## config.mk

```make
export PLATFORM = sky130hd
export DESIGN_NAME = nvs_host_ctrl
export DESIGN_NICKNAME = d
export VERILOG_FILES = /design/src/hw/nvs_pkg.sv /design/src/hw/nvs_ahb_regs.sv /design/src/hw/nvs_host_ctrl.sv
export SDC_FILE = /design/constraint.sdc
export NUM_CORES = 1
export LEC_CHECK = 0
export BUFFER_PORTS_ARGS = -buffer_cell sky130_fd_sc_hd__buf_2
export CAP_MARGIN = 0
export CORE_UTILIZATION = 35
export CTS_BUF_LIST = sky130_fd_sc_hd__clkbuf_4 sky130_fd_sc_hd__clkbuf_8
export DETAILED_ROUTE_END_ITERATION = 16
export GPL_ROUTABILITY_DRIVEN = 0
export PLACE_DENSITY = 0.63
export RECOVER_POWER = 100
export SETUP_SLACK_MARGIN = 0.5
export SYNTH_ARGS = -nofsm -noshare
export SYNTH_HDL_FRONTEND = slang
export SYNTH_SLANG_ARGS = --single-unit
```

## constraint.sdc

```tcl
create_clock -name i_clk -period 3.9 [get_ports i_clk]
set_input_delay 0.585 -clock i_clk [delete_from_list [all_inputs] [get_ports i_clk]]
set_output_delay 0.585 -clock i_clk [all_outputs]
set_load 0.01 [all_outputs]
```

## src/hw/nvs_pkg.sv

```systemverilog
// nvs_pkg: shared constants, command codes and carriers for the nvsram host controller.
// assumes a 200 MHz clock; all pin timing is counted in whole cycles of it.
package nvs_pkg;

  // ----------------------------------------------------------------
  // clock and pin timing
  // ----------------------------------------------------------------
  localparam int CLK_NS      = 5;
  localparam int SETUP_NS    = 10;   // address stable before the chip select falls
  localparam int STROBE_NS   = 50;   // chip select low time of one access
  localparam int HOLD_NS     = 10;   // address and data held after the strobe
  localparam int HSB_PULL_NS = 100;  // how long the host pulls store_busy_n low
  localparam int NV_GUARD_NS = 100;  // time given to the device to assert busy

  // a least time rounds up, never below one cycle
  function automatic int ns_to_cyc(input int ns);
    int c;
    c = (ns + CLK_NS - 1) / CLK_NS;
    return (c < 1) ? 1 : c;
  endfunction

  localparam int SETUP_CYC    = ns_to_cyc(SETUP_NS);
  localparam int STROBE_CYC   = ns_to_cyc(STROBE_NS);
  localparam int HOLD_CYC     = ns_to_cyc(HOLD_NS);
  localparam int HSB_PULL_CYC = ns_to_cyc(HSB_PULL_NS);
  localparam int NV_GUARD_CYC = ns_to_cyc(NV_GUARD_NS);
  localparam int CNT_W        = 16;

  // ----------------------------------------------------------------
  // register map and fields
  // ----------------------------------------------------------------
  localparam logic [7:0] REG_CMD    = 8'h00;
  localparam logic [7:0] REG_ADDR   = 8'h04;
  localparam logic [7:0] REG_WDATA  = 8'h08;
  localparam logic [7:0] REG_RDATA  = 8'h0c;
  localparam logic [7:0] REG_STATUS = 8'h10;
  localparam int CMD_OP_LSB  = 0;
  localparam int CMD_UBE_BIT = 4;
  localparam int CMD_LBE_BIT = 5;
  localparam int STAT_BUSY    = 0;
  localparam int STAT_DONE    = 1;
  localparam int STAT_NV_BUSY = 2;
  localparam int STAT_WPEND   = 3;

  // ----------------------------------------------------------------
  // device pins and the software mode sequence
  // ----------------------------------------------------------------
  localparam int ADDR_W  = 19;
  localparam int DATA_W  = 16;
  localparam int SEQ_LEN = 6;
  localparam logic [15:0] SEQ_A0        = 16'h4e38;
  localparam logic [15:0] SEQ_A1        = 16'hb1c7;
  localparam logic [15:0] SEQ_A2        = 16'h83e0;
  localparam logic [15:0] SEQ_A3        = 16'h7c1f;
  localparam logic [15:0] SEQ_A4        = 16'h703f;
  localparam logic [15:0] SEQ_STORE     = 16'h8fc0;
  localparam logic [15:0] SEQ_RECALL    = 16'h4c63;
  localparam logic [15:0] SEQ_AS_DISABLE = 16'h8b45;
  localparam logic [15:0] SEQ_AS_ENABLE = 16'h4b46;

  typedef enum logic [2:0] {
    OP_NONE, OP_READ, OP_WRITE, OP_SW_STORE, OP_SW_RECALL, OP_AS_DISABLE, OP_AS_ENABLE, OP_HW_STORE
  } nvs_op_t;

  typedef struct packed {
    logic [ADDR_W-1:0] addr;
    logic              ce_n;
    logic              we_n;
    logic              oe_n;
    logic              ube_n;
    logic              lbe_n;
  } nvs_pins_t;

  localparam nvs_pins_t PINS_IDLE = '{addr: '0, ce_n: 1'b1, we_n: 1'b1, oe_n: 1'b1, ube_n: 1'b1, lbe_n: 1'b1};

  typedef struct packed {
    logic              valid;
    nvs_op_t           op;
    logic              ube;
    logic              lbe;
    logic [ADDR_W-1:0] addr;
    logic [DATA_W-1:0] wdata;
  } nvs_cmd_t;

  typedef struct packed {
    logic              busy;
    logic              done;
    logic              nv_busy;
    logic              wpend;
    logic [DATA_W-1:0] rdata;
  } nvs_stat_t;

  function automatic logic is_seq(input nvs_op_t op);
    return (op == OP_SW_STORE) || (op == OP_SW_RECALL) || (op == OP_AS_DISABLE) || (op == OP_AS_ENABLE);
  endfunction

  // address of one step of a software sequence; the sixth step selects the action
  function automatic logic [15:0] seq_addr(input nvs_op_t op, input logic [2:0] step);
    case (step)
      3'd0:    return SEQ_A0;
      3'd1:    return SEQ_A1;
      3'd2:    return SEQ_A2;
      3'd3:    return SEQ_A3;
      3'd4:    return SEQ_A4;
      default: begin
        case (op)
          OP_SW_STORE:   return SEQ_STORE;
          OP_SW_RECALL:  return SEQ_RECALL;
          OP_AS_DISABLE: return SEQ_AS_DISABLE;
          default:       return SEQ_AS_ENABLE;
        endcase
      end
    endcase
  endfunction

endpackage

```

## src/hw/nvs_ahb_regs.sv

```systemverilog
// nvs_ahb_regs: ahb-lite slave holding the controller's command and status registers.
// assumes a single master, word transfers only; zero wait states, always okay.
`timescale 1ns/1ps
module nvs_ahb_regs
  import nvs_pkg::*;
(
  // clock and reset
  input  wire logic        i_clk,
  input  wire logic        i_srst,
  // ahb-lite slave
  input  wire logic        i_hsel,
  input  wire logic [31:0] i_haddr,
  input  wire logic [1:0]  i_htrans,
  input  wire logic        i_hwrite,
  input  wire logic [2:0]  i_hsize,
  input  wire logic [31:0] i_hwdata,
  input  wire logic        i_hready,
  output logic             o_hreadyout,
  output logic             o_hresp,
  output logic [31:0]      o_hrdata,
  // controller side
  output nvs_cmd_t         o_cmd,
  input  wire nvs_stat_t   i_stat
);

  logic       wr_ph, rd_ph, done;
  logic [7:0] ph_addr;
  nvs_cmd_t   cmd;
  logic       next_wr_ph, next_rd_ph, next_done;
  logic [7:0] next_ph_addr;
  nvs_cmd_t   next_cmd;
  logic       take;

  // ----------------------------------------------------------------
  // address phase capture and register writes
  // ----------------------------------------------------------------
  always_comb begin
    // only word accesses are expected; hsize is not checked
    take         = i_hsel && i_htrans[1] && i_hready;
    next_wr_ph   = take && i_hwrite;
    next_rd_ph   = take && !i_hwrite;
    next_ph_addr = take ? i_haddr[7:0] : ph_addr;
    next_cmd     = cmd;
    next_cmd.valid = 1'b0;
    next_done    = done;
    if (wr_ph) begin
      case (ph_addr)
        REG_CMD: begin
          next_cmd.op    = nvs_op_t'(i_hwdata[CMD_OP_LSB +: 3]);
          next_cmd.ube   = i_hwdata[CMD_UBE_BIT];
          next_cmd.lbe   = i_hwdata[CMD_LBE_BIT];
          next_cmd.valid = 1'b1;
        end
        REG_ADDR:   next_cmd.addr  = i_hwdata[ADDR_W-1:0];
        REG_WDATA:  next_cmd.wdata = i_hwdata[DATA_W-1:0];
        REG_STATUS: if (i_hwdata[STAT_DONE]) next_done = 1'b0;
        default:    next_done = done;
      endcase
    end
    // a completion in the clearing cycle is kept
    if (i_stat.done) next_done = 1'b1;
  end

  always_ff @(posedge i_clk) begin
    if (i_srst) begin
      wr_ph   <= 1'b0;
      rd_ph   <= 1'b0;
      ph_addr <= 8'h00;
      done    <= 1'b0;
      cmd     <= '0;
    end else begin
      wr_ph   <= next_wr_ph;
      rd_ph   <= next_rd_ph;
      ph_addr <= next_ph_addr;
      done    <= next_done;
      cmd     <= next_cmd;
    end
  end

  // ----------------------------------------------------------------
  // read mux of flops and the store_busy_n pin; unmapped offsets read zero
  // ----------------------------------------------------------------
  always_comb begin
    o_hrdata = 32'h0000_0000;
    if (rd_ph) begin
      case (ph_addr)
        REG_CMD:    o_hrdata = {26'h0, cmd.lbe, cmd.ube, 1'b0, cmd.op};
        REG_ADDR:   o_hrdata = {13'h0, cmd.addr};
        REG_WDATA:  o_hrdata = {16'h0, cmd.wdata};
        REG_RDATA:  o_hrdata = {16'h0, i_stat.rdata};
        REG_STATUS: o_hrdata = {28'h0, i_stat.wpend, i_stat.nv_busy, done, i_stat.busy};
        default:    o_hrdata = 32'h0000_0000;
      endcase
    end
  end

  assign o_hreadyout = 1'b1;
  assign o_hresp     = 1'b0;
  assign o_cmd       = cmd;

endmodule // nvs_ahb_regs

```

## src/hw/nvs_host_ctrl.sv

```systemverilog
// nvs_host_ctrl: host side controller that drives an nvsram through its sram pins and store_busy_n.
// assumes pin inputs synchronous to i_clk and one word-wide ahb-lite master for its registers.
`timescale 1ns/1ps
module nvs_host_ctrl
  import nvs_pkg::*;
#(
  parameter int P_SETUP_CYC    = SETUP_CYC,
  parameter int P_STROBE_CYC   = STROBE_CYC,
  parameter int P_HOLD_CYC     = HOLD_CYC,
  parameter int P_HSB_PULL_CYC = HSB_PULL_CYC,
  parameter int P_NV_GUARD_CYC = NV_GUARD_CYC
) (
  // clock and reset
  input  wire logic              i_clk,
  input  wire logic              i_srst,
  // ahb-lite slave
  input  wire logic              i_hsel,
  input  wire logic [31:0]       i_haddr,
  input  wire logic [1:0]        i_htrans,
  input  wire logic              i_hwrite,
  input  wire logic [2:0]        i_hsize,
  input  wire logic [31:0]       i_hwdata,
  input  wire logic              i_hready,
  output logic                   o_hreadyout,
  output logic                   o_hresp,
  output logic [31:0]            o_hrdata,
  // nvsram pins
  output logic [ADDR_W-1:0]      o_addr,
  output logic                   o_ce_n,
  output logic                   o_we_n,
  output logic                   o_oe_n,
  output logic                   o_upper_byte_enable_n,
  output logic                   o_lower_byte_enable_n,
  input  wire logic [DATA_W-1:0] i_dq,
  output logic [DATA_W-1:0]      o_dq,
  output logic                   o_dq_oe,
  // store_busy_n, open drain
  input  wire logic              i_store_busy_n,
  output logic                   o_store_busy_n,
  output logic                   o_store_busy_n_oe
);

  typedef enum {ST_IDLE, ST_SETUP, ST_STROBE, ST_HOLD, ST_HSB_PULL, ST_NV_WAIT} nvs_state_t;

  nvs_cmd_t          cmd;
  nvs_stat_t         stat;
  nvs_state_t        state, next_state;
  nvs_op_t           op, next_op;
  nvs_pins_t         pins, next_pins;
  logic [2:0]        step, next_step;
  logic [CNT_W-1:0]  cnt, next_cnt;
  logic [DATA_W-1:0] dq_out, next_dq_out, rdata, next_rdata;
  logic              dq_oe, next_dq_oe, sb_pull, next_sb_pull;
  logic              done, next_done, wpend, next_wpend;

  nvs_ahb_regs u_regs (
    .i_clk       (i_clk),
    .i_srst      (i_srst),
    .i_hsel      (i_hsel),
    .i_haddr     (i_haddr),
    .i_htrans    (i_htrans),
    .i_hwrite    (i_hwrite),
    .i_hsize     (i_hsize),
    .i_hwdata    (i_hwdata),
    .i_hready    (i_hready),
    .o_hreadyout (o_hreadyout),
    .o_hresp     (o_hresp),
    .o_hrdata    (o_hrdata),
    .o_cmd       (cmd),
    .i_stat      (stat)
  );

  // ----------------------------------------------------------------
  // access sequencer
  // ----------------------------------------------------------------
  always_comb begin
    next_state   = state;
    next_op      = op;
    next_pins    = pins;
    next_step    = step;
    next_cnt     = (cnt != '0) ? cnt - 1'b1 : cnt;
    next_dq_out  = dq_out;
    next_dq_oe   = dq_oe;
    next_rdata   = rdata;
    next_sb_pull = sb_pull;
    next_done    = 1'b0;
    next_wpend   = wpend;
    case (state)
      ST_IDLE: begin
        // commands while the device is busy are dropped: it stays deselected until the pin rises
        if (cmd.valid && cmd.op != OP_NONE && i_store_busy_n) begin
          next_op = cmd.op;
          if (cmd.op == OP_HW_STORE) begin
            next_sb_pull = 1'b1;
            next_cnt     = CNT_W'(P_HSB_PULL_CYC - 1);
            next_state   = ST_HSB_PULL;
          end else begin
            next_state = ST_SETUP;
            next_cnt   = CNT_W'(P_SETUP_CYC - 1);
            if (is_seq(cmd.op)) begin
              next_step       = 3'd0;
              next_pins.addr  = ADDR_W'(seq_addr(cmd.op, 3'd0));
              next_pins.ube_n = 1'b0;
              next_pins.lbe_n = 1'b0;
            end else begin
              next_step       = 3'(SEQ_LEN - 1);
              next_pins.addr  = cmd.addr;
              next_pins.ube_n = !cmd.ube;
              next_pins.lbe_n = !cmd.lbe;
              next_dq_out     = cmd.wdata;
              next_dq_oe      = (cmd.op == OP_WRITE);
            end
          end
        end
      end
      ST_SETUP: begin
        if (cnt == '0) begin
          next_pins.ce_n = 1'b0;
          // sequence steps are plain reads, the write strobe never falls
          next_pins.we_n = (op != OP_WRITE);
          next_pins.oe_n = (op == OP_WRITE);
          next_cnt       = CNT_W'(P_STROBE_CYC - 1);
          next_state     = ST_STROBE;
        end
      end
      ST_STROBE: begin
        if (cnt == '0) begin
          if (op != OP_WRITE) next_rdata = i_dq;
          next_pins.ce_n = 1'b1;
          next_pins.we_n = 1'b1;
          next_pins.oe_n = 1'b1;
          next_cnt       = CNT_W'(P_HOLD_CYC - 1);
          next_state     = ST_HOLD;
        end
      end
      ST_HOLD: begin
        if (cnt == '0) begin
          next_dq_oe = 1'b0;
          if (step != 3'(SEQ_LEN - 1)) begin
            // next step follows at once; nothing else is let in between
            next_step      = step + 3'd1;
            next_pins.addr = ADDR_W'(seq_addr(op, step + 3'd1));
            next_cnt       = CNT_W'(P_SETUP_CYC - 1);
            next_state     = ST_SETUP;
          end else if (is_seq(op)) begin
            next_cnt   = CNT_W'(P_NV_GUARD_CYC - 1);
            next_state = ST_NV_WAIT;
          end else begin
            if (op == OP_WRITE) next_wpend = 1'b1;
            next_pins  = PINS_IDLE;
            next_done  = 1'b1;
            next_state = ST_IDLE;
          end
        end
      end
      ST_HSB_PULL: begin
        if (cnt == '0) begin
          next_sb_pull = 1'b0;
          next_cnt     = CNT_W'(P_NV_GUARD_CYC - 1);
          next_state   = ST_NV_WAIT;
        end
      end
      ST_NV_WAIT: begin
        // the guard lets the device take the pin low before the host trusts a high level
        if (cnt == '0 && i_store_busy_n) begin
          if (op == OP_SW_STORE || op == OP_SW_RECALL || op == OP_HW_STORE) next_wpend = 1'b0;
          next_pins  = PINS_IDLE;
          next_done  = 1'b1;
          next_state = ST_IDLE;
        end
      end
      default: begin
        next_state = ST_IDLE;
        next_pins  = PINS_IDLE;
      end
    endcase
  end

  always_ff @(posedge i_clk) begin
    if (i_srst) begin
      state   <= ST_IDLE;
      op      <= OP_NONE;
      pins    <= PINS_IDLE;
      step    <= 3'd0;
      cnt     <= '0;
      dq_out  <= '0;
      dq_oe   <= 1'b0;
      rdata   <= '0;
      sb_pull <= 1'b0;
      done    <= 1'b0;
      wpend   <= 1'b0;
    end else begin
      state   <= next_state;
      op      <= next_op;
      pins    <= next_pins;
      step    <= next_step;
      cnt     <= next_cnt;
      dq_out  <= next_dq_out;
      dq_oe   <= next_dq_oe;
      rdata   <= next_rdata;
      sb_pull <= next_sb_pull;
      done    <= next_done;
      wpend   <= next_wpend;
    end
  end

  assign stat = '{busy: (state != ST_IDLE), done: done, nv_busy: !i_store_busy_n, wpend: wpend, rdata: rdata};

  assign o_addr                = pins.addr;
  assign o_ce_n                = pins.ce_n;
  assign o_we_n                = pins.we_n;
  assign o_oe_n                = pins.oe_n;
  assign o_upper_byte_enable_n = pins.ube_n;
  assign o_lower_byte_enable_n = pins.lbe_n;
  assign o_dq                  = dq_out;
  assign o_dq_oe               = dq_oe;
  assign o_store_busy_n        = 1'b0;
  assign o_store_busy_n_oe     = sb_pull;
endmodule // nvs_host_ctrl

```

==> results of run 1 <==
cell usage after synthesis, drive strengths merged (13+ instances only):
cell type  count
a21oi         86
a22oi         13
a311oi        13
a31oi         21
buf           50
clkbuf        33
dfxtp        137
mux2i         24
nand2        134
nand3         35
nor2          75
nor3          20
o21ai         19
xor2          14
power by group:
part	internal, mW	switching, mW	leakage (nW)
clock	0.565	0.611	0.199
sequential	1.46	0.0860	1.11
combinational	0.250	0.383	1.37
total	2.28	1.08	2.68
state kept, by name, summed over array words and instances, names as in the netlist, 3 cells and up:
signal / count
o_addr: 19
u_regs.ph_addr: 8
rdata: 16
op: 3
cnt: 16
state: 3
o_dq: 16
step: 3
u_regs.o_cmd: 41
stage by stage:
stage          cells  utilization, %  power, mW  cell area (sq um)
6_report        1196            40.2       3.36               7840
4_1_cts         1192            40.7       3.39               7940
5_1_grt         1196            40.2       3.53               7840
3_3_place_gp    1160            38.6       2.20               7540
2_1_floorplan    860               -       2.09               7050
3_5_place_dp    1160            38.6       2.22               7540
cell families (layout without fill, tap and decap cells):
kind of cell / Yosys count / after routing / synth area share (%)
buffers and inverters: 95 / 166 / 7.15
adders and majority gates: 7 / 7 / 1.25
DFF: 137 / 137 / 39.2
and+or+nand+nor: 335 / 335 / 23.6
other: 2 / 16 / 0.107
AOI/OAI and AO/OA: 220 / 220 / 21.6
muxes: 36 / 36 / 5.36
xor gates and xnor gates: 14 / 14 / 1.75
critical path, stage by stage (launching register included):
cell	delay, ns
dfxtp_1	0.31
or4_1	0.66
nor3_1	0.37
and3b_2	0.32
buf_4	0.25
a222oi_1	0.14
a21oi_1	0.23
buf_2	0.17
final cells by class:
class,instances,area share (%)
clock buffers,20,3.43
clock inverters,12,1.64
inverters,12,0.575
multi-input cells,628,48.0
flip-flops and latches,137,35.0
well taps,265,4.23
repair buffers,122,7.15
cell usage in the layout, fill, tap and decap left out, types with 7 or more instances in the layout:
cell type	instances
ha_1	7
a311oi_1	12
mux2i_1	24
o21ai_0	19
nor2_1	75
buf_4	9
clkbuf_1	58
nor2b_1	8
nor3_1	17
a211oi_1	8
mux2_2	12
nand4_1	9
xor2_1	14
a31oi_1	21
dfxtp_1	137
a22oi_1	13
nand2_2	10
inv_1	10
a21oi_1	86
nand3_1	35
buf_2	52
nand2_1	124
clkbuf_8	19
conb_1	16
per-layer routing:
metal	part of all wire, %	global-route usage [%]	wire (um)	vias to the layer above
li1	-	-	-	3169
met4	1.8	5.71	346	2
met1	48	27.0	9520	3053
met5	0.051	0	10	-
met3	4.9	4.17	962	30
met2	45	29.7	8900	190
timing repair:
item	CTS	global route
endpoints found under the setup margin	0	5
hold buffers	0	0
gates resized for setup	0	3
buffers inserted	0	4
final timing paths:
check | endpoint | startpoint | cells past startpoint
worst max-delay path | o_hrdata[5] | u_regs.ph_addr[7] | 7
worst min-delay path | u_regs.rd_ph | i_hwrite | 2
worst max register to register | rdata[7] | cnt[0] | 10
worst min register to register | u_regs.done | done | 2
==> run summary, run 1 <==
The wire-length estimate of the detail-placed layout is 14000 um. The tools report the final number of max-transition violations as 123. In the finished design, the share of the clock period the worst path needs comes to 89.8%. The transition time at the pin with the least slew margin is 1.76 ns, and the sequential cell area is 2740 sq um. After detailed routing, the average wire length per cell comes to 16.5 um. The clock drives 137 sinks.

In the final design database the tool counted 1016 nets. Setup TNS after final layout: 0 ns. The slack of the worst reg-to-reg path is 0.58 ns. In this run the power density over the cells is 428 nW/um^2. The number of top-level design ports was 168; the post-synthesis average cell area was 8.27 sq um. For the worst setup path, the data required time is 3.31 ns. For the count of endpoints failing setup in the final report, the log shows 0. The wire length of the first global-routing pass is 31000 um.

The share of final-layout standard cells stronger than drive strength 1 is 14.7%, and the number of hold violations in the final report is 0. The logs give 86 for the maximum number of pins on one net before global-route repair and 0.0206 ns for the setup clock skew after layout. The worst setup path is launched from a flip-flop. The main flop type after synthesis was dfxtp_1. The tools report the full die area as 20600 sq um.

Number of CTS-inserted buffers: 17. The die is 143 um wide. The largest total area in the synthesized netlist belongs to dfxtp_1.

The synthesized netlist contains 82 unique library cells. The quantity of I/O buffers inserted on ports came out at 110. The tools report the share of the yosys chip area belonging to registers as 39.2%. Summing all multi-input logic gate instances after layout gives 3760 sq um. The synthesized design contains 0 enable-type register cells. Subtracting the final worst setup slack from the clock period gives 3.50 ns. The checks that failed: max-capacitance violations, max-slew violations. The flow ran to the end, but the final reports show violations. The via count of the first global-routing pass came out at 5745. Post-placement worst setup slack: 0.981 ns.

The number of antenna violations at the first check in global routing was 2; the die height was 143 um. The number of maximum-capacitance violations was 2. The run gives 0 as the count of unresolved DRC violations after routing.

The region available for standard cell placement spans 19500 sq um. In this run, synthesis produced a sequential element count of 137. After layout, the worst setup slack is 0.398 ns. Counting flops with an async set or reset pin after synthesis yields a share of 0%. The standby leakage power came out at 2.68 nW. The critical setup path kind was reg -> out. The path class of the tightest hold or removal check is in -> reg. By area the synthesized netlist is led by dfxtp_1, nand2_1, a21oi_1, nor2_1, mux2i_1. Setup repair after global routing could not meet its margin everywhere. STA puts the critical path data arrival time at 2.92 ns. Measured against its own limit, the worst slew margin works out to -17.6%. The number of warnings printed during yosys synthesis was 0; the total congestion overflow was 0.

Compared with the post-synthesis result, the final layout area differs by 12.0%. Once the floorplan was initialized, standard cells occupied 35.9% of the core. The logs give 51 for the standard-cell row count and 5 for the detailed-router iteration count before antenna repair. In this run the worst path has a maximum fanout of 17.

Fill cells in the final layout number 2086. Derived from the worst setup path, the maximum achievable clock frequency is 286 MHz. After detailed routing, the total wire length is 19700 um.

For the maximum clock insertion buffer count, the log shows 2. Clock-pin slew was measured on the worst setup and hold paths at 0.08 ns. The iteration-0 DRC count of the detailed router was 602.

Across all layers, the routed design uses 6444 vias. TritonCTS built the clock tree. Dividing the detail-routed via count by the number of cells gives 5.39.

The H-tree was split into 4 levels. The tightest hold path in the finished design has a slack of 0.296 ns. In the global route stage, overall resource usage came out at 19.4%. VDD sags by at most 0.212 mV. The run gives 846 as the post-synthesis cell count.

The share of synthesized area in the top cell type comes to 39.2%. The worst setup path is captured at an output pin. The clock latency at the later pin of the worst-skew pair was 0.47 ns. The number of antenna diodes in the final layout is 0.

The final antenna-violating net count was 0; the cell area after technology mapping was 7000 sq um. The tree is rooted in a clkbuf_8.
Power figures use the tool's default switching activity.
==> run 2, diff against run 1 <==
Settings changed: CORE_UTILIZATION 35 to 30, PLACE_DENSITY 0.63 to 0.57.
==> run summary, run 2 (same netlist as run 1, synthesis figures left out) <==
The tools report the endpoint of the lowest-slack register-to-register path as o_addr[0] (was rdata[7]). The overall die width is 155 um (was 143 um), and the number of CTS-inserted buffers is 17 (unchanged). The run gives 292 MHz (was 286 MHz) as the upper clock frequency limit. The quantity of I/O buffers inserted on ports is 110 (unchanged), and the final number of max-transition violations is 0 (was 123). For the required time of the worst setup path, the log shows 3.31 ns (about the same).

The die height was 155 um (was 143 um). The run gives 2.84 ns (was 2.92 ns) as the data arrival time of the critical path. The count of endpoints failing setup in the final report is 0 (unchanged), and the standard-cell row count is 55 (was 51). The flow ran to the end, and the final reports show no timing, DRC or antenna violations.

Setup repair after global routing left no endpoint under its margin. The total number of H-tree levels is 4 (unchanged). Most common cell after layout, fill and taps aside: dfxtp_1 (unchanged).

The tools report the number of top-level design ports as 168 (unchanged). The kind of start point of the critical path was a flip-flop (unchanged). The slack of the worst reg-to-reg path was 0.58 ns (about the same). The transition time at the pin with the least slew margin works out to 1.37 ns (was 1.76 ns).

The via count of the first global-routing pass was 5956 (was 5745). The tools report the setup clock skew after layout as 0.0183 ns (was 0.0206 ns). The worst hold path startpoint was i_hwrite (unchanged). The tools report the core area as 22800 sq um (was 19500 sq um).

The tools report the end point of the critical path as o_hrdata[18] (was o_hrdata[5]). The power density over the cells was 432 nW/um^2 (was 428 nW/um^2); the biggest fanout along the worst timing path was 7 (was 17). The setup fix buffers added after clock tree synthesis was 0 (unchanged); the maximum number of pins on one net before global-route repair was 74 (was 86).

The number of antenna violations at the first check in global routing was 2 (unchanged). The detailed-router iteration count before antenna repair was 7 (was 5); the total number of vias was 6416 (was 6444). The run gives 1015 (was 1016) as the number of nets in the final layout. Launch point of the worst reg-to-reg path: cnt[1] (was cnt[0]).

The post-route fraction of the period consumed by the critical path came out at 87.7% (was 89.8%). For the utilization after layout, the log shows 34.6% (was 40.2%). TritonCTS built the clock tree.

Total congestion overflow: 0 (unchanged). The number of cells on the worst reg-to-reg path came out at 9 (was 10). For the maximum ir drop on the vdd rail, the log shows 0.226 mV (was 0.212 mV). Most frequent cells in the layout: dfxtp_1, nand2_1, a21oi_1, nor2_1, clkbuf_1 (unchanged). The relative slew slack was 8.51% (was -17.6%). Critical setup path kind: reg -> out (unchanged). Standby leakage power: 2.66 nW (was 2.68 nW).

The classification of the worst-slack hold path was in -> reg (unchanged). The time the worst path needs with I/O delays and setup is 3.42 ns (was 3.50 ns). The initial standard-cell utilization of the core was 30.7% (was 35.9%); the post-DP HPWL was 14600 um (was 14000 um). The area growth from synthesis to final layout is 12.5% (was 12.0%), and the clock-pin slew reported for the worst setup and hold paths after clock tree synthesis is 0.08 ns (about the same). The wire length of the first global-routing pass was 32600 um (was 31000 um). The vias per cell was 5.16 (was 5.39); the number of maximum-capacitance violations was 0 (was 2).

The run gives 0 (unchanged) as the count of unresolved DRC violations after routing. The TritonCTS sink count is 137 (unchanged), and the full die area is 23900 sq um (was 20600 sq um). The maximum clock insertion buffer count is 2 (unchanged), and the number of hold violations in the final report is 0 (unchanged).

The detailed-route wire length per cell works out to 16.5 um (about the same). Global-route usage over all layers: 17.4% (was 19.4%). The run gives 636 (was 602) as the iteration-0 DRC count of the detailed router. The setup TNS after final layout is 0 ns (unchanged), and the total wire length after detailed routing is 20500 um (was 19700 um). The critical path endpoint category is an output pin (unchanged). The number of flip-flops in the largest register was 41 (unchanged); the share of final-layout standard cells stronger than drive strength 1 was 14.2% (was 14.7%).

Clock latency at the later pin of the worst-skew pair: 0.47 ns (about the same). The final antenna-violating net count was 0 (unchanged). The buffer cell driving the clock tree root was clkbuf_8 (unchanged).

The worst setup path startpoint is u_regs.ph_addr[7] (unchanged).
-- run 2: cell type report --
class | instances | area, sq um
Antenna cell | 1 | 2.50
Clock buffer | 18 | 241
Clock inverter | 14 | 160
Fill cell | 2466 | 14900
Inverter | 12 | 45.0
Multi-Input combinational cell | 628 | 3740
Sequential cell | 137 | 2740
Tap cell | 313 | 392
Timing Repair Buffer | 121 | 553
-- run 2: routing by layer --
| metal | wire, um | global-route usage [%] | share of wire (%) | vias up |
|---|---|---|---|---|
| met5 | 13 | 0 | 0.063 | - |
| met3 | 1100 | 4.03 | 5.3 | 24 |
| met1 | 9550 | 22.9 | 47 | 3035 |
| met4 | 267 | 5.66 | 1.3 | 2 |
| li1 | - | - | - | 3168 |
| met2 | 9570 | 28.1 | 47 | 187 |
-- run 2: how the worst min path moves through the flow --
| stage | endpoint | slack [ns] | depth (start not counted) |
|---|---|---|---|
| 2_1_floorplan | u_regs.done | 0.41 | 2 |
| 3_3_place_gp | u_regs.done | 0.44 | 2 |
| 3_5_place_dp | o_dq[0] | 0.44 | 2 |
| 4_1_cts | u_regs.rd_ph | 0.26 | 2 |
| 5_1_grt | u_regs.rd_ph | 0.28 | 2 |
| 6_report | u_regs.rd_ph | 0.30 | 2 |
-- run 2: critical path: stages (launching register included) --
cell	delay (ns)
dfxtp_1	0.31
or4_1	0.67
nor2_1	0.19
o211ai_1	0.29
nor3_1	0.59
and2_1	0.21
buf_2	0.12
-- run 2: timing repair --
action	4_1_cts	5_1_grt
hold buffers	0	0
hold endpoints to repair	0	0
setup endpoints to repair	0	9
resized for setup	0	4
-- run 2: metrics by stage --
| stage | instance area, sq um | cells | worst slack [ns] | total power [mW] | hold WS (ns) |
|---|---|---|---|---|---|
| 2_1_floorplan | 7050 | 860 | 1.42 | 2.09 | 0.413 |
| 3_3_place_gp | 7620 | 1211 | 1.07 | 2.22 | 0.436 |
| 3_5_place_dp | 7620 | 1211 | 1.06 | 2.23 | 0.445 |
| 4_1_cts | 8030 | 1243 | 0.539 | 3.44 | 0.263 |
| 5_1_grt | 7880 | 1243 | 0.279 | 3.58 | 0.276 |
| 6_report | 7880 | 1244 | 0.479 | 3.40 | 0.297 |
-- run 2: report_power, final --
group          internal [mW]  total (mW)  switching, mW
clock network          0.591        1.22          0.625
registers               1.46        1.53         0.0665
logic                  0.251       0.654          0.403
total                   2.31        3.40           1.09
